File: src/pssr_pkg.sv
/*
 * Constants, field layouts and carrier types of the per-port status bank.
 * Assumes a byte-addressed register port with 32-bit read data.
 */
`default_nettype none

package pssr_pkg;

  // Register offsets, kept as printed byte offsets of the status page.
  localparam logic [7:0] OFF_LINK = 8'h00;
  localparam logic [7:0] OFF_CHG = 8'h02;
  localparam logic [7:0] OFF_SPEED = 8'h04;
  localparam logic [7:0] OFF_DUPLEX = 8'h08;
  localparam logic [7:0] OFF_PAUSE = 8'h0A;
  localparam logic [7:0] OFF_SACHG = 8'h0E;
  localparam logic [7:0] OFF_LASTSA = 8'h10;
  localparam logic [7:0] LASTSA_STRIDE = 8'h06;
  localparam logic [7:0] LASTSA_HI = 8'h04;
  localparam logic [7:0] OFF_IRQ_STAT = 8'h80;
  localparam logic [7:0] OFF_IRQ_MASK = 8'h84;
  localparam logic [7:0] OFF_SER_LO = 8'hF0;
  localparam logic [7:0] OFF_SER_HI = 8'hF4;
  localparam logic [7:0] OFF_SER_STAT = 8'hFE;
  localparam logic [7:0] OFF_PAGE = 8'hFF;

  // Port layout: bit 8 is the management port, bits 7:6 are unused.
  localparam int NPORT = 9;
  localparam int MGMT = 8;
  localparam int TURBO_PORT = 5;
  localparam logic [8:0] PORT_MASK = 9'h13F;
  localparam logic [8:0] SACHG_MASK = 9'h11F;
  localparam logic [8:0] CHG_RESET = 9'h1FF;
  localparam logic [8:0] SACHG_RESET = 9'h000;
  localparam int SPEED_MGMT_LSB = 16;
  localparam int RX_PAUSE_LSB = 9;

  // Two-bit rate codes.
  localparam logic [1:0] SPD_10 = 2'h0;
  localparam logic [1:0] SPD_100 = 2'h1;
  localparam logic [1:0] SPD_1000 = 2'h2;
  localparam logic [1:0] SPD_200 = 2'h3;

  // Interrupt status and mask layout.
  localparam int IRQ_W = 2;
  localparam int IRQ_LINK = 0;
  localparam int IRQ_SA = 1;
  localparam logic [IRQ_W-1:0] IRQ_RESET = 2'h0;

  // Live port state; turbo bits: index 0 is port 5, index 1 the management port.
  typedef struct packed {
    logic [8:0] link;
    logic [8:0] duplex;
    logic [8:0] rx_pause;
    logic [8:0] tx_pause;
    logic [8:0][1:0] speed;
    logic [1:0] turbo_mii_mode;
    logic [1:0] reverse_turbo_mii_mode;
  } pssr_port_state_t;

  // One register access from software.
  typedef struct packed {
    logic [7:0] addr;
    logic [31:0] wdata;
    logic wr;
    logic rd;
  } pssr_bus_req_t;

  // Global serial access registers mirrored on this page.
  typedef struct packed {
    logic [63:0] data;
    logic [7:0] status;
    logic [7:0] page;
  } pssr_serial_view_t;

  typedef logic [8:0][47:0] pssr_last_sa_t;

endpackage : pssr_pkg

`default_nettype wire

File: src/pssr_rc_flags.sv
/*
 * Bank of sticky flags that hardware sets and a clear strobe drops.
 * Assumes set and clear come from logic on the same clock.
 */
`default_nettype none

module pssr_rc_flags #(
  parameter int W = 9,
  parameter logic [W-1:0] RST = '0
) (
  input wire logic clk,
  input wire logic nrst,
  input wire logic [W-1:0] set,
  input wire logic [W-1:0] clr,
  output logic [W-1:0] q
);
  logic [W-1:0] q_reg;
  logic [W-1:0] q_next;

  // A set in the clearing cycle wins, so no event is lost.
  always_comb begin
    q_next = (q_reg & ~clr) | set;
  end

  always_ff @(posedge clk) begin
    if (!nrst) begin
      q_reg <= RST;
    end else begin
      q_reg <= q_next;
    end
  end

  assign q = q_reg;

  a_set_wins: assert property (@(posedge clk) disable iff (!nrst)
    |set |=> (q_reg & $past(set)) == $past(set))
    else $error("A set flag was lost.");
endmodule : pssr_rc_flags

`default_nettype wire

File: src/pssr_status_bank.sv
/*
 * Per-port status register bank of the switch status page.
 * Assumes live port state arrives from other clock domains, while source
 * address events and values come from logic on clk.
 */
//
// Overview of operation
// (RULE_01) Link reads one bit per port, bit 8 management, 7:6 zero, 1 is link pass.
// (RULE_02) A link change sets a sticky bit that only a read of the change register clears.
// (RULE_03) A change bit of 1 means the link changed, and all nine bits read one after reset.
// (RULE_04) Speed is two bits per port, management at 17:16, 15:12 zero, port n at 2n+1:2n.
// (RULE_05) Speed codes are 00 for 10, 01 for 100 and 10 for 1000 Mbps.
// (RULE_06) Code 11 means 200 Mbps and shows only on port 5 or management in a turbo mode.
// (RULE_07) Duplex reads one bit per port in the link layout, 1 is full duplex.
// (RULE_08) Receive pause sits in 17:9, management at 17, 16:15 zero, 1 is enabled.
// (RULE_09) Transmit pause sits in 8:0, management at 8, 7:6 zero, 1 is enabled.
// (RULE_10) Upper unused bits of speed and pause read zero and software writes them as zero.
// (RULE_11) Last source addresses sit at 10h-45h, six bytes a port, change flags at 0Eh.
// (RULE_12) The global serial data, serial status and page bytes show at F0h-F7h, FEh and FFh.
// (RULE_13) A new source address on a port sets a sticky bit that a read clears; the code never sets the bits of ports 5 to 7.
// (RULE_14) Link, speed, duplex and pause fields follow the live port state at all times.
`default_nettype none

module pssr_status_bank (
  input wire logic clk,
  input wire logic nrst,
  input wire pssr_pkg::pssr_bus_req_t bus_req,
  output logic [31:0] rdata,
  input wire pssr_pkg::pssr_port_state_t port_state,
  input wire logic [8:0] new_source_seen,
  input wire pssr_pkg::pssr_last_sa_t last_sa,
  input wire pssr_pkg::pssr_serial_view_t serial_view,
  output logic irq
);
  import pssr_pkg::*;

  localparam int SW = $bits(pssr_port_state_t);

  ////////////////////////////////////////////////////////////////////////////
  // Live state capture.

  logic [SW-1:0] st_vec;
  pssr_port_state_t st;
  logic [8:0] link_view;
  logic [8:0] duplex_view;
  logic [8:0] rxp_view;
  logic [8:0] txp_view;
  logic [17:0] speed_view;

  // Port state crosses into clk before anything looks at it.
  pssr_sync2 #(.W(SW)) u_sync (
    .clk(clk),
    .nrst(nrst),
    .d(port_state),
    .q(st_vec)
  );

  assign st = pssr_port_state_t'(st_vec);

  // Maps a raw rate to the reported code; 200 Mbps only where turbo is allowed.
  function automatic logic [1:0] rate_code(input logic [1:0] raw, input logic turbo);
    logic [1:0] code;
    code = raw;
    if (turbo) begin
      code = SPD_200; // see RULE_06
    end else if (raw == SPD_200) begin
      code = SPD_1000; // see RULE_06
    end
    return code;
  endfunction : rate_code

  // Summary fields follow the synchronised state with no holding register.
  always_comb begin
    link_view = st.link & PORT_MASK; // see RULE_01, see RULE_14
    duplex_view = st.duplex & PORT_MASK; // see RULE_07, see RULE_14
    rxp_view = st.rx_pause & PORT_MASK; // see RULE_08, see RULE_14
    txp_view = st.tx_pause & PORT_MASK; // see RULE_09, see RULE_14
    speed_view = '0;
    for (int p = 0; p < TURBO_PORT; p++) begin
      speed_view[2*p +: 2] = rate_code(st.speed[p], 1'b0); // see RULE_04, see RULE_05
    end
    speed_view[2*TURBO_PORT +: 2] = rate_code(st.speed[TURBO_PORT],
      st.turbo_mii_mode[0] | st.reverse_turbo_mii_mode[0]); // see RULE_06
    speed_view[SPEED_MGMT_LSB +: 2] = rate_code(st.speed[MGMT],
      st.turbo_mii_mode[1] | st.reverse_turbo_mii_mode[1]); // see RULE_04, see RULE_06
  end

  ////////////////////////////////////////////////////////////////////////////
  // Change detection and sticky flags.

  logic [8:0] link_prev_reg;
  logic [8:0] link_prev_next;
  logic primed_reg;
  logic primed_next;
  logic rd_chg;
  logic rd_sachg;
  logic [8:0] chg_set;
  logic [8:0] chg_flags;
  logic [8:0] sa_set;
  logic [8:0] sa_flags;

  // The first cycle after reset only records the link state, so no false edge.
  always_comb begin
    link_prev_next = link_view;
    primed_next = 1'b1;
    rd_chg = bus_req.rd && (bus_req.addr == OFF_CHG);
    rd_sachg = bus_req.rd && (bus_req.addr == OFF_SACHG);
    chg_set = primed_reg ? (link_view ^ link_prev_reg) : '0; // see RULE_02
    sa_set = new_source_seen & SACHG_MASK; // see RULE_13
  end

  always_ff @(posedge clk) begin
    if (!nrst) begin
      link_prev_reg <= '0;
      primed_reg <= 1'b0;
    end else begin
      link_prev_reg <= link_prev_next;
      primed_reg <= primed_next;
    end
  end

  // Link change flags start all ones and clear on a read of their register.
  pssr_rc_flags #(.W(NPORT), .RST(CHG_RESET)) u_chg (
    .clk(clk),
    .nrst(nrst),
    .set(chg_set),
    .clr({NPORT{rd_chg}}), // see RULE_02, see RULE_03
    .q(chg_flags)
  );

  // Source address change flags clear on a read of their register.
  pssr_rc_flags #(.W(NPORT), .RST(SACHG_RESET)) u_sachg (
    .clk(clk),
    .nrst(nrst),
    .set(sa_set),
    .clr({NPORT{rd_sachg}}), // see RULE_13
    .q(sa_flags)
  );

  ////////////////////////////////////////////////////////////////////////////
  // Interrupt status and mask.

  logic [IRQ_W-1:0] irq_stat_reg;
  logic [IRQ_W-1:0] irq_stat_next;
  logic [IRQ_W-1:0] irq_mask_reg;
  logic [IRQ_W-1:0] irq_mask_next;
  logic [IRQ_W-1:0] irq_event;
  logic [IRQ_W-1:0] irq_w1c;

  // Events set sticky bits; writing one clears them, and a new event wins.
  always_comb begin
    irq_event = '0;
    irq_event[IRQ_LINK] = |chg_set;
    irq_event[IRQ_SA] = |sa_set;
    irq_w1c = '0;
    irq_mask_next = irq_mask_reg;
    if (bus_req.wr && (bus_req.addr == OFF_IRQ_STAT)) begin
      irq_w1c = bus_req.wdata[IRQ_W-1:0];
    end
    if (bus_req.wr && (bus_req.addr == OFF_IRQ_MASK)) begin
      irq_mask_next = bus_req.wdata[IRQ_W-1:0];
    end
    irq_stat_next = (irq_stat_reg & ~irq_w1c) | irq_event;
  end

  always_ff @(posedge clk) begin
    if (!nrst) begin
      irq_stat_reg <= IRQ_RESET;
      irq_mask_reg <= IRQ_RESET;
    end else begin
      irq_stat_reg <= irq_stat_next;
      irq_mask_reg <= irq_mask_next;
    end
  end

  assign irq = |(irq_stat_reg & irq_mask_reg);

  ////////////////////////////////////////////////////////////////////////////
  // Read path; writes are ignored except at the interrupt status and mask registers.

  logic [31:0] rdata_reg;
  logic [31:0] rdata_next;

  // Read data stand for exactly the cycle after the read strobe.
  always_comb begin
    rdata_next = '0;
    if (bus_req.rd) begin
      unique case (bus_req.addr)
        OFF_LINK: rdata_next = {23'h0, link_view}; // see RULE_01
        OFF_CHG: rdata_next = {23'h0, chg_flags}; // see RULE_02, see RULE_03
        OFF_SPEED: rdata_next = {14'h0, speed_view}; // see RULE_04, see RULE_10
        OFF_DUPLEX: rdata_next = {23'h0, duplex_view}; // see RULE_07
        OFF_PAUSE: rdata_next = {14'h0, rxp_view, txp_view}; // see RULE_08, see RULE_09, see RULE_10
        OFF_SACHG: rdata_next = {23'h0, sa_flags}; // see RULE_13
        OFF_IRQ_STAT: rdata_next = {30'h0, irq_stat_reg};
        OFF_IRQ_MASK: rdata_next = {30'h0, irq_mask_reg};
        OFF_SER_LO: rdata_next = serial_view.data[31:0]; // see RULE_12
        OFF_SER_HI: rdata_next = serial_view.data[63:32]; // see RULE_12
        OFF_SER_STAT: rdata_next = {24'h0, serial_view.status}; // see RULE_12
        OFF_PAGE: rdata_next = {24'h0, serial_view.page}; // see RULE_12
        default: begin
          // Six bytes a port; the unused ports 6 and 7 read zero.
          for (int p = 0; p < NPORT; p++) begin
            if (PORT_MASK[p] && bus_req.addr == 8'(OFF_LASTSA + LASTSA_STRIDE * p)) begin
              rdata_next = last_sa[p][31:0]; // see RULE_11
            end
            if (PORT_MASK[p] && bus_req.addr == 8'(OFF_LASTSA + LASTSA_STRIDE * p + LASTSA_HI)) begin
              rdata_next = {16'h0, last_sa[p][47:32]}; // see RULE_11
            end
          end
        end
      endcase
    end
  end

  always_ff @(posedge clk) begin
    if (!nrst) begin
      rdata_reg <= '0;
    end else begin
      rdata_reg <= rdata_next;
    end
  end

  assign rdata = rdata_reg;

  ////////////////////////////////////////////////////////////////////////////
  // Checks on the bank's own behaviour.

  a_link_read: assert property (@(posedge clk) disable iff (!nrst) // see RULE_01
    bus_req.rd && bus_req.addr == OFF_LINK |=> rdata == {23'h0, $past(st.link) & PORT_MASK})
    else $error("Link read does not match port state.");

  a_chg_sets: assert property (@(posedge clk) disable iff (!nrst) // see RULE_02
    primed_reg && link_view != link_prev_reg |=> (chg_flags & $past(link_view ^ link_prev_reg)) != 0)
    else $error("Link change did not set its flag.");

  a_chg_read_clear: assert property (@(posedge clk) disable iff (!nrst) // see RULE_02
    rd_chg && chg_set == 0 |=> chg_flags == 0)
    else $error("Reading the change flags did not clear them.");

  a_chg_after_reset: assert property (@(posedge clk) // see RULE_03
    $rose(nrst) |-> chg_flags == CHG_RESET)
    else $error("Change flags are not all ones after reset.");

  a_speed_no_turbo: assert property (@(posedge clk) disable iff (!nrst) // see RULE_06
    bus_req.rd && bus_req.addr == OFF_SPEED |=> rdata[1:0] != SPD_200 && rdata[9:8] != SPD_200)
    else $error("Rate code 11 shown on a port without turbo mode.");

  a_rsvd_speed_zero: assert property (@(posedge clk) disable iff (!nrst) // see RULE_10
    bus_req.rd && bus_req.addr == OFF_SPEED |=> rdata[31:18] == 0 && rdata[15:12] == 0)
    else $error("Unused speed bits read non-zero.");

  a_rsvd_pause_zero: assert property (@(posedge clk) disable iff (!nrst) // see RULE_10
    bus_req.rd && bus_req.addr == OFF_PAUSE
    |=> rdata[31:18] == 0 && rdata[16:15] == 0 && rdata[7:6] == 0)
    else $error("Unused pause bits read non-zero.");

  a_duplex_read: assert property (@(posedge clk) disable iff (!nrst) // see RULE_07
    bus_req.rd && bus_req.addr == OFF_DUPLEX |=> rdata[8:0] == $past(duplex_view))
    else $error("Duplex read does not match port state.");

  a_pause_layout: assert property (@(posedge clk) disable iff (!nrst) // see RULE_08
    bus_req.rd && bus_req.addr == OFF_PAUSE |=> rdata[17:9] == ($past(st.rx_pause) & PORT_MASK)
    && rdata[8:0] == ($past(st.tx_pause) & PORT_MASK))
    else $error("Pause fields out of place.");

  a_sa_sticky: assert property (@(posedge clk) disable iff (!nrst) // see RULE_13
    !rd_sachg |=> ($past(sa_flags) & ~sa_flags) == 0)
    else $error("Source change flag dropped without a read.");

  a_sa_window: assert property (@(posedge clk) disable iff (!nrst) // see RULE_11
    bus_req.rd && bus_req.addr == OFF_LASTSA |=> rdata == $past(last_sa[0][31:0]))
    else $error("Port 0 last source address misread.");

  a_page_mirror: assert property (@(posedge clk) disable iff (!nrst) // see RULE_12
    bus_req.rd && bus_req.addr == OFF_PAGE |=> rdata == {24'h0, $past(serial_view.page)})
    else $error("Page byte misread.");

  a_irq_level: assert property (@(posedge clk) disable iff (!nrst)
    irq_event != 0 && irq_mask_reg == irq_mask_next && (irq_event & irq_mask_reg) != 0 |=> irq)
    else $error("Unmasked event did not raise the interrupt.");

  // Read data fall back to zero in every cycle that does not answer a read.
  a_rdata_idle: assert property (@(posedge clk) disable iff (!nrst)
    !bus_req.rd |=> rdata == 0)
    else $error("Read data did not return to zero.");

  // Writing ones to the interrupt status drops those bits when no event competes.
  a_irq_clear: assert property (@(posedge clk) disable iff (!nrst)
    bus_req.wr && bus_req.addr == OFF_IRQ_STAT && irq_event == 0
    |=> (irq_stat_reg & $past(bus_req.wdata[IRQ_W-1:0])) == 0)
    else $error("Interrupt status bit not cleared by a write of one.");

  a_mask_write: assert property (@(posedge clk) disable iff (!nrst)
    bus_req.wr && bus_req.addr == OFF_IRQ_MASK |=> irq_mask_reg == $past(bus_req.wdata[IRQ_W-1:0]))
    else $error("Interrupt mask write did not land.");

  // Port 5 in a turbo mode must report the 200 Mbps code.
  a_speed_turbo: assert property (@(posedge clk) disable iff (!nrst) // see RULE_06
    bus_req.rd && bus_req.addr == OFF_SPEED && (st.turbo_mii_mode[0] || st.reverse_turbo_mii_mode[0])
    |=> rdata[11:10] == SPD_200)
    else $error("Turbo port 5 did not report code 11.");

  // The management port rate sits at the top pair of the speed field.
  a_mgmt_speed: assert property (@(posedge clk) disable iff (!nrst) // see RULE_04
    bus_req.rd && bus_req.addr == OFF_SPEED && !(st.turbo_mii_mode[1] || st.reverse_turbo_mii_mode[1])
    && st.speed[MGMT] != SPD_200 |=> rdata[17:16] == $past(st.speed[MGMT]))
    else $error("Management port rate out of place.");

  // A read of the source change register empties it unless a new event arrives.
  a_sa_read_clear: assert property (@(posedge clk) disable iff (!nrst) // see RULE_13
    rd_sachg && sa_set == 0 |=> sa_flags == 0)
    else $error("Reading the source change flags did not clear them.");

  c_link_change: cover property (@(posedge clk) disable iff (!nrst) |chg_set ##[1:20] rd_chg);
  c_turbo_rate: cover property (@(posedge clk) disable iff (!nrst) speed_view[11:10] == SPD_200);
  c_sa_event: cover property (@(posedge clk) disable iff (!nrst) |sa_set ##1 rd_sachg);
  c_irq_raised: cover property (@(posedge clk) disable iff (!nrst) $rose(irq));

endmodule : pssr_status_bank

`default_nettype wire

File: src/pssr_sync2.sv
/*
 * Two-stage synchroniser for a bus of independent levels.
 * Assumes each bit is a slow level; no coherence across bits is promised,
 * and that reset is held for at least two clock edges.
 */
`default_nettype none

module pssr_sync2 #(
  parameter int W = 1
) (
  input wire logic clk,
  input wire logic nrst,
  input wire logic [W-1:0] d,
  output logic [W-1:0] q
);
  logic [W-1:0] meta_reg;
  logic [W-1:0] q_reg;

  // The first stage feeds only the second one; both keep following the pins during reset,
  // so the output already holds the live levels when reset ends and no false edge follows.
  always_ff @(posedge clk) begin
    meta_reg <= d;
    q_reg <= meta_reg;
  end

  assign q = q_reg;
endmodule : pssr_sync2

`default_nettype wire

File: config.mk
export PLATFORM = sky130hd
export DESIGN_NAME = pssr_status_bank
export DESIGN_NICKNAME = d
export VERILOG_FILES = /design/src/pssr_pkg.sv /design/src/pssr_rc_flags.sv /design/src/pssr_status_bank.sv /design/src/pssr_sync2.sv
export SDC_FILE = /design/constraint.sdc
export NUM_CORES = 1
export LEC_CHECK = 0
export BUFFER_PORTS_ARGS = -buffer_cell sky130_fd_sc_hd__buf_2
export CAP_MARGIN = 30
export CORE_AREA = 2 2 257 259
export CTS_CLUSTER_SIZE = 28
export DETAILED_ROUTE_END_ITERATION = 10
export DIE_AREA = 0 0 259 261
export HOLD_SLACK_MARGIN = 0.06
export SLEW_MARGIN = 20
export SYNTH_ARGS = -nofsm -noshare
export SYNTH_HDL_FRONTEND = slang
export SYNTH_SLANG_ARGS = --single-unit
File: constraint.sdc
create_clock -name clk -period 3.8 [get_ports clk]
set_input_delay 0.38 -clock clk [delete_from_list [all_inputs] [get_ports clk]]
set_output_delay 0.38 -clock clk [all_outputs]
set_load 0.02 [all_outputs]
==> flow_metrics.tcl, run 1 <==
set metrics [dict create \
    status "finished, final reports clean" \
    h-tree-depth 4 \
    r2r_start "u_sachg.q[4]$_SDFF_PN0_" \
    wl_per_cell_um 26.4 \
    fin_tns_setup_ns 0 \
    worst_setup_path_start_kind "input port" \
    vias 10900 \
    drtIter0Drc 1158 \
    async_reset_ff_frac 0 \
    worst-setup-path-type "input port to register" \
    area_growth_syn_to_layout_pct 61.6 \
    p_comb_frac 0.176 \
    yosys_register_bits 154 \
    ys_warn_count 0 \
    io_pins 656 \
    cp.arrival_ns 3.21 \
    synth-main-ff-cell "dfxtp_1" \
    clk_pin_slew_ns 0.11 \
    dr.pass1.iters 8 \
    cts_resized 0 \
    hold_class "input port to register" \
    grt_pass1_vias 9980 \
    drv_cap 0 \
    cp-end-kind "register" \
    drt-total-wl_um 63400 \
    clkPwrFrac 0.423 \
    cts_tree "yes" \
    rsz0062_at_grt "false" \
    max_slew_margin 0.307 \
    r2r_end "rdata[4]$_SDFF_PN0_" \
    final_cells 2405 \
    grt_pass1_wl_um 81500 \
    io_buffers 514 \
    fin_nets 2139 \
    path_max_fanout 28 \
    synth_nets 1564 \
    reg2regPathDepth 7 \
    numCtsBuffers 17 \
    clock_sinks 154 \
    grt_usage 0.177 \
    dieWidth_um 259 \
    ctsLongestPathBuffers 2 \
    finalCritPeriodShare 0.751 \
    dp_cells 2315 \
    fin_util 0.202 \
    ir_drop_v 0.000313 \
    synth_edf_count 0 \
    synthCells 941 \
    routabilityCongestion 0.896 \
    synth_cell_types 82 \
    netlist_area_um2 8150 \
    finalHoldViolations 0 \
    ys_seq_area_frac 0.378 \
    drc_errors 0 \
    timing.clock.skew_ns 0.0406 \
    hpwl_um 52300 \
    pwr-share-seq 0.401 \
    min_to "u_sachg.q[0]$_SDFF_PN0_" \
    fillCellCount 7321 \
    max_freq_mhz 350 \
    p_switching_mw 1.32 \
    syn_area_per_cell_um2 8.66 \
    post-route-min-period_ns 2.85 \
    clk_latency_ns 0.48 \
    p_per_area_nw_per_um2 323 \
    whs_path_depth 3 \
    fp.dieArea_um2 67600 \
    cp.required_ns 4.15 \
    worst-r2r-setup-slack_ns 1.93 \
    leakagePower_nw 5.56 \
    clock_tree.root_cell "clkbuf_16" \
    core-area_um2 65000 \
    initial_core_util 0.125 \
    rows 94 \
    die_y_um 261 \
    slew_violations 0 \
    hp-start "new_source_seen[0]" \
    drtAntennaViolNets 0 \
    antenna_found_initial 34 \
    p_int_mw 2.93 \
    viasPerCell 4.54 \
    grt_remaining_overflow 0 \
    grt_max_degree 35 \
    setup_viol_count_final 0 \
    worstMarginPinSlew_ns 1.04 \
    layout-drive-gt1-share 0.430 \
    switching_share 0.311 \
]
layout by cell type, fill, tap and decap left out, types with 9 or more instances in the layout:
master,Yosys,layout
nor2_1,81,80
a211oi_1,9,9
nand3_1,15,15
buf_2,35,513
a22oi_1,67,67
a22o_1,15,15
a31oi_1,19,19
dlygate4sd3_1,0,46
nand2_1,70,70
a221oi_1,25,25
a21oi_1,64,64
nand2b_1,9,9
dfxtp_1,154,154
a222oi_1,27,27
o21ai_0,44,44
clkbuf_16,0,17
mux2i_1,21,21
and2_1,10,10
diode_2,0,12
buf_4,6,75
o22ai_1,25,25
nor2b_1,20,20
what timing repair did:
item                                    CTS  global route
hold buffers                             46             0
endpoints found under the setup margin    0             0
setup buffers                             0             0
endpoints found under the hold margin    46             0
area by class of cell:
type                            instances  area (um^2)  area share
Sequential cell                       154         3080       0.234
Tap cell                              864         1080      0.0821
Inverter                                8         30.0     0.00228
Clock inverter                         15          194      0.0147
Multi-Input combinational cell        698         4670       0.355
Timing Repair Buffer                  637         3650       0.277
Clock buffer                           17          425      0.0323
Antenna cell                           12         30.0     0.00228
power groups by stage:
stage / registers, mW / logic, mW / clock network (mW)
2_1_floorplan: 1.74 / 0.258 / 0
3_3_place_gp: 1.74 / 0.703 / 0
3_5_place_dp: 1.74 / 0.705 / 0
4_1_cts: 1.70 / 0.746 / 1.85
5_1_grt: 1.71 / 0.802 / 1.92
6_report: 1.70 / 0.750 / 1.80
worst max-delay path, cell delays in order:
cell      delay [ns]
buf_2           0.53
nand2_1         0.47
nor3_4          0.69
a22oi_1         0.21
o21ai_0         0.23
buf_4           0.21
a221oi_1        0.17
o32ai_1         0.29
through the flow:
step                setup slack (ns)  power (mW)  hold slack [ns]  cell area [um^2]
detailed placement             0.448        2.45            0.312             12100
CTS                            0.925        4.30            0.130             13100
finish                         0.945        4.25            0.164             13200
global placement               0.489        2.44            0.310             12100
floorplan                       1.78        1.99            0.310              8150
global route                   0.839        4.43            0.160             13200
logic make-up after synthesis:
family | share of synthesized area
DFF | 0.378
and+or+nand+nor | 0.185
buffers and inverters | 0.0528
xor gates and xnor gates | 0.00860
muxes | 0.0355
AOI/OAI and AO/OA | 0.340
synthesized netlist by cell type, types with 6 or more instances:
| master | instances | area share |
|---|---|---|
| dfxtp_1 | 154 | 0.38 |
| nor2_1 | 81 | 0.037 |
| nand2_1 | 70 | 0.032 |
| a22oi_1 | 67 | 0.062 |
| a21oi_1 | 64 | 0.039 |
| o21ai_0 | 44 | 0.027 |
| buf_2 | 35 | 0.021 |
| clkbuf_1 | 31 | 0.014 |
| a222oi_1 | 27 | 0.033 |
| a221oi_1 | 25 | 0.027 |
| o22ai_1 | 25 | 0.019 |
| mux2i_1 | 21 | 0.026 |
| nor2b_1 | 20 | 0.015 |
| a31oi_1 | 19 | 0.015 |
| a22o_1 | 15 | 0.016 |
| nand3_1 | 15 | 0.0092 |
| and2_1 | 10 | 0.0077 |
| a211oi_1 | 9 | 0.0083 |
| nand2b_1 | 9 | 0.0069 |
| inv_1 | 8 | 0.0037 |
| nor3_1 | 8 | 0.0049 |
| o21ai_1 | 8 | 0.0049 |
| xor2_1 | 8 | 0.0086 |
| and3_1 | 7 | 0.0054 |
| mux2_2 | 7 | 0.0097 |
| o221ai_1 | 7 | 0.0075 |
| o31ai_1 | 7 | 0.0064 |
| o32ai_1 | 7 | 0.0075 |
| a21o_1 | 6 | 0.0055 |
| a2bb2oi_1 | 6 | 0.0064 |
| buf_4 | 6 | 0.0055 |
per-layer routing:
metal,GRT usage,part of all wire
met1,0.235,0.43
met2,0.277,0.45
met3,0.0602,0.11
met4,0.0374,0.016
met5,0,0.0035
worst max path at each step:
stage,start,endpoint,slack [ns],depth (start not counted)
final,bus_req[37],rdata[14]$_SDFF_PN0_,0.95,8
after detailed placement,bus_req[34],rdata[5]$_SDFF_PN0_,0.45,10
after CTS,bus_req[34],rdata[5]$_SDFF_PN0_,0.93,10
after floorplan,bus_req[34],rdata[9]$_SDFF_PN0_,1.78,9
after global routing,bus_req[35],rdata[5]$_SDFF_PN0_,0.84,10
after global placement,bus_req[34],rdata[5]$_SDFF_PN0_,0.49,10
Note: power is estimated with default switching activity, not from simulation.
==> run 2: changes to the inputs <==
==> constraint.sdc (replaced) <==
create_clock -name clk -period 2.58 [get_ports clk]
set_input_delay 0.258 -clock clk [delete_from_list [all_inputs] [get_ports clk]]
set_output_delay 0.258 -clock clk [all_outputs]
set_load 0.02 [all_outputs]
==> flow_metrics.tcl, run 2 (synthesized netlist as in run 1, its figures left out) <==
set metrics [dict create \
    ir_drop_v 0.000534 \
    p_per_area_nw_per_um2 452 \
    max_slew_margin 0.588 \
    path_max_fanout 15 \
    finalCritPeriodShare 0.875 \
    reg2regPathDepth 7 \
    setup_viol_count_final 0 \
    fp.dieArea_um2 67600 \
    vias 11200 \
    leakagePower_nw 6.18 \
    rsz0062_at_grt "false" \
    dr_wl_met3_um 6200 \
    fin_nets 2260 \
    final_area_um2 14200 \
    finalHoldViolations 0 \
    slowest_delay_ns 0.58 \
    pre_cts_slack_ns -0.161 \
    grt_pass1_vias 10600 \
    drv_cap 0 \
    cp-end-kind "register" \
    die_y_um 261 \
    worstSetupEndpoint "rdata[14]$_SDFF_PN0_" \
    place_area_um2 13000 \
    dr_wl_met2_um 28300 \
    cts_resized 0 \
    grt_pass1_wl_um 82600 \
    core-area_um2 65000 \
    viasPerCell 4.43 \
    clock_sinks 154 \
    hp-start "bus_req[2]" \
    critPathSlowestCell "a221oi_1" \
    worst-r2r-setup-slack_ns 0.74 \
    hold_class "input port to register" \
    grt_usage 0.178 \
    status "finished, final reports clean" \
    path_buf_inv 2 \
    clk_latency_ns 0.47 \
    antenna_found_initial 42 \
    crit_start "bus_req[37]" \
    dieWidth_um 259 \
    h-tree-depth 4 \
    ctsLongestPathBuffers 2 \
    clock_tree.root_cell "clkbuf_16" \
    slew_violations 0 \
    rows 94 \
    cp.required_ns 2.89 \
    area_growth_syn_to_layout_pct 74.6 \
    cp.depth 8 \
    dr.pass1.iters 6 \
    drc_errors 0 \
    drt-met1-wl_um 27900 \
    r2r_start "u_sync.q[49]$_DFF_P_" \
    wl_per_cell_um 25.2 \
    path_delay_family "compound AO/OA/AOI/OAI gates" \
    numCtsBuffers 17 \
    routed.top_layer "met5" \
    drt-total-wl_um 63700 \
    cts_tree "yes" \
    grt_max_degree 35 \
    fin_tns_setup_ns 0 \
    final_common_cell "buf_2" \
    drtAntennaViolNets 0 \
    routabilityCongestion 0.942 \
    post-route-min-period_ns 2.26 \
    post_cts_buffers 0 \
    crit_chain "buf_2 -> buf_12 -> nor2b_1 -> nand2_1 -> o22ai_1 -> o21ai_1 -> a221oi_1 -> o32ai_1" \
    worst-setup-path-type "input port to register" \
    max_freq_mhz 443 \
    worst_setup_path_start_kind "input port" \
    worstMarginPinSlew_ns 0.617 \
    initial_core_util 0.125 \
    final_cells 2527 \
    mostFrequentLayoutCells "buf_2 (513), buf_4 (178), dfxtp_1 (154)" \
    grt_remaining_overflow 0 \
    layout-drive-gt1-share 0.467 \
    holdWs_ns 0.0791 \
    cts_hold_buf 53 \
    fin_ws_ns 0.323 \
    io_buffers 514 \
    dp_cells 2429 \
    timing.clock.skew_ns 0.0268 \
    r2r_end "rdata[0]$_SDFF_PN0_" \
    cp.arrival_ns 2.56 \
    drtIter0Drc 1387 \
    io_pins 656 \
    hpwl_um 54300 \
    clk_pin_slew_ns 0.07 \
]
[run 2: tightest hold or removal path, cell delays in order]
cell,delay [ns]
buf_2,0.09
mux2i_1,0.06
nor2b_1,0.09
[run 2: routing by layer]
layer,vias up,track usage
met4,42,0.0385
met1,5277,0.238
met3,92,0.0568
met5,-,0
li1,5080,-
met2,695,0.278
[run 2: metrics by stage]
| step | utilization | total power, mW |
|---|---|---|
| finish | 0.219 | 6.43 |
| CTS | 0.218 | 6.48 |
| global route | 0.218 | 6.66 |
| floorplan | - | 2.94 |
| global placement | 0.201 | 3.70 |
| detailed placement | 0.201 | 3.70 |
[run 2: worst min path at each step]
stage | end | slack, ns | cells after the start
2_1_floorplan | primed_reg$_DFF_P_ | 0.29 | 0
3_3_place_gp | u_sync.q[45]$_DFF_P_ | 0.31 | 0
3_5_place_dp | u_sync.q[14]$_DFF_P_ | 0.31 | 0
4_1_cts | irq_mask_reg[0]$_SDFFE_PN0P_ | 0.06 | 3
5_1_grt | irq_mask_reg[0]$_SDFFE_PN0P_ | 0.09 | 3
6_report | irq_mask_reg[0]$_SDFFE_PN0P_ | 0.08 | 3
[run 2: final cells by class]
cell class	instances	area, um^2
sequential	154	3080
fill	7219	50800
timing repair buffer	758	4710
inverter	8	30.0
multi-input combinational	698	4670
clock buffer	17	425
clock inverter	15	195
tap	864	1080
antenna	13	32.5
[run 2: report_power, final]
group	leakage, nW	internal [mW]	switching [mW]
Combinational	4.61	0.605	0.611
Sequential	1.28	2.47	0.0397
Clock	0.297	1.40	1.30
==> run 3: changes to the inputs <==
--- a/config.mk
+++ b/config.mk
@@ -7,11 +7,12 @@
 export LEC_CHECK = 0
 export BUFFER_PORTS_ARGS = -buffer_cell sky130_fd_sc_hd__buf_2
 export CAP_MARGIN = 30
-export CORE_AREA = 2 2 257 259
+export CORE_AREA = 2 2 252 254
 export CTS_CLUSTER_SIZE = 28
 export DETAILED_ROUTE_END_ITERATION = 10
-export DIE_AREA = 0 0 259 261
+export DIE_AREA = 0 0 254 256
 export HOLD_SLACK_MARGIN = 0.06
+export REMOVE_ABC_BUFFERS = 1
 export SLEW_MARGIN = 20
 export SYNTH_ARGS = -nofsm -noshare
 export SYNTH_HDL_FRONTEND = slang
==> flow_metrics.tcl, run 3 (synthesized netlist as in run 1, its figures left out) <==
set metrics [dict create \
    place_area_um2 12700 \
    hpwl_um 53500 \
    grt_usage 0.189 \
    pre_cts_slack_ns -0.220 \
    initial_core_util 0.131 \
    fin_ws_ns 0.130 \
    hold_class "input port to register" \
    ir_drop_v 0.000518 \
    clk_pin_slew_ns 0.07 \
    layout-drive-gt1-share 0.443 \
    final_cells 2496 \
    viasPerCell 4.49 \
    fillCellCount 7033 \
    p_per_area_nw_per_um2 446 \
    post-route-min-period_ns 2.45 \
    grt_max_degree 25 \
    grt_remaining_overflow 0 \
    vias 11200 \
    max_freq_mhz 408 \
    fp.dieArea_um2 65000 \
    timing.clock.skew_ns 0.0140 \
    h-tree-depth 4 \
    cp.required_ns 2.98 \
    dr.pass1.iters 8 \
    drt-total-wl_um 63500 \
    dp_cells 2367 \
    ctsLongestPathBuffers 2 \
    fin_tns_setup_ns 0 \
    status "finished, final reports clean" \
    clk_latency_ns 0.48 \
    clock_tree.root_cell "clkbuf_16" \
    io_buffers 514 \
    max_slew_margin 0.408 \
    routabilityCongestion 0.905 \
    drv_cap 0 \
    final_area_um2 14100 \
    fin_util 0.226 \
    grt_pass1_wl_um 84000 \
    rsz0062_at_grt "false" \
    io_pins 656 \
    area_growth_syn_to_layout_pct 72.9 \
    holdWs_ns 0.107 \
    dieWidth_um 254 \
    setup_viol_count_final 0 \
    worstMarginPinSlew_ns 0.875 \
    path_max_fanout 20 \
    worst-setup-path-type "input port to register" \
    clock_sinks 154 \
    fin_nets 2240 \
    final_common_cell "buf_2" \
    power_mw 6.28 \
    finalHoldViolations 0 \
    drtAntennaViolNets 0 \
    cp.arrival_ns 2.85 \
    rows 92 \
    drtIter0Drc 1290 \
    wl_per_cell_um 25.4 \
    numCtsBuffers 17 \
    multi_input_area_um2 4670 \
    seq_area_um2 3080 \
    core-area_um2 62400 \
    leakagePower_nw 6.03 \
    drc_errors 0 \
    worst_setup_path_start_kind "input port" \
    slew_violations 0 \
    cp-end-kind "register" \
    die_y_um 256 \
    antenna_found_initial 55 \
    cts_tree "yes" \
    grt_pass1_vias 10800 \
    mostFrequentLayoutCells "buf_2 (513), dfxtp_1 (154), buf_4 (134)" \
    finalCritPeriodShare 0.950 \
]
## run 3: changes by cell type in the layout (fill, tap and decap cells not counted), moves of 2 or more
cell,previous run,this run
dlygate4sd3_1,53,77
clkinv_2,0,2
diode_2,13,22
buf_4,178,134
inv_8,6,2
clkinv_8,4,0
## run 3: repair_timing
action                                 4_1_cts  5_1_grt
gates resized for setup                      0        0
buffers inserted                             0        0
endpoints found under the hold margin       70        0
hold buffers                                77        0
## run 3: cell type report
cell class              count  area share
flip-flops and latches    154       0.219
clock inverters            12      0.0101
well taps                 846      0.0751
repair buffers            738       0.328
diodes                     22     0.00391
clock buffers              18      0.0305
inverters                   8     0.00213
multi-input cells         698       0.331
## run 3: final timing paths
kind	start	endpoint	slack (ns)	cells past startpoint
worst min-delay path	last_sa[402]	rdata[18]$_SDFF_PN0_	0.11	3
worst max register to register	u_sync.q[15]$_DFF_P_	rdata[10]$_SDFF_PN0_	0.69	8
worst min register to register	u_sync.meta_reg[11]$_DFF_P_	u_sync.q[11]$_DFF_P_	0.32	0
worst max-delay path	bus_req[34]	rdata[22]$_SDFF_PN0_	0.13	9
## run 3: metal layers
metal  up-vias  routed length, um  global-route usage  share of wire
met5         -                350                   0         0.0055
met2       676              27400               0.288           0.43
met1      5255              26500               0.232           0.42
li1       5063                  -                   -              -
met4        56               2280              0.0717          0.036
met3       165               6990              0.0824           0.11
## run 3: where the power goes
group          internal, mW  leakage (nW)  switching [mW]
logic                 0.597          4.47           0.586
registers              2.47          1.28          0.0479
clock network          1.43         0.277            1.15
total                  4.50          6.03            1.78
## run 3: critical path, cell delays in order
cell and delay, ns:
buf_2 0.18, buf_4 0.23, nor4_4 0.49, buf_4 0.38
a222oi_1 0.16, nor2_1 0.31, a221oi_1 0.08, dlygate4sd3_1 0.58
a31oi_1 0.14
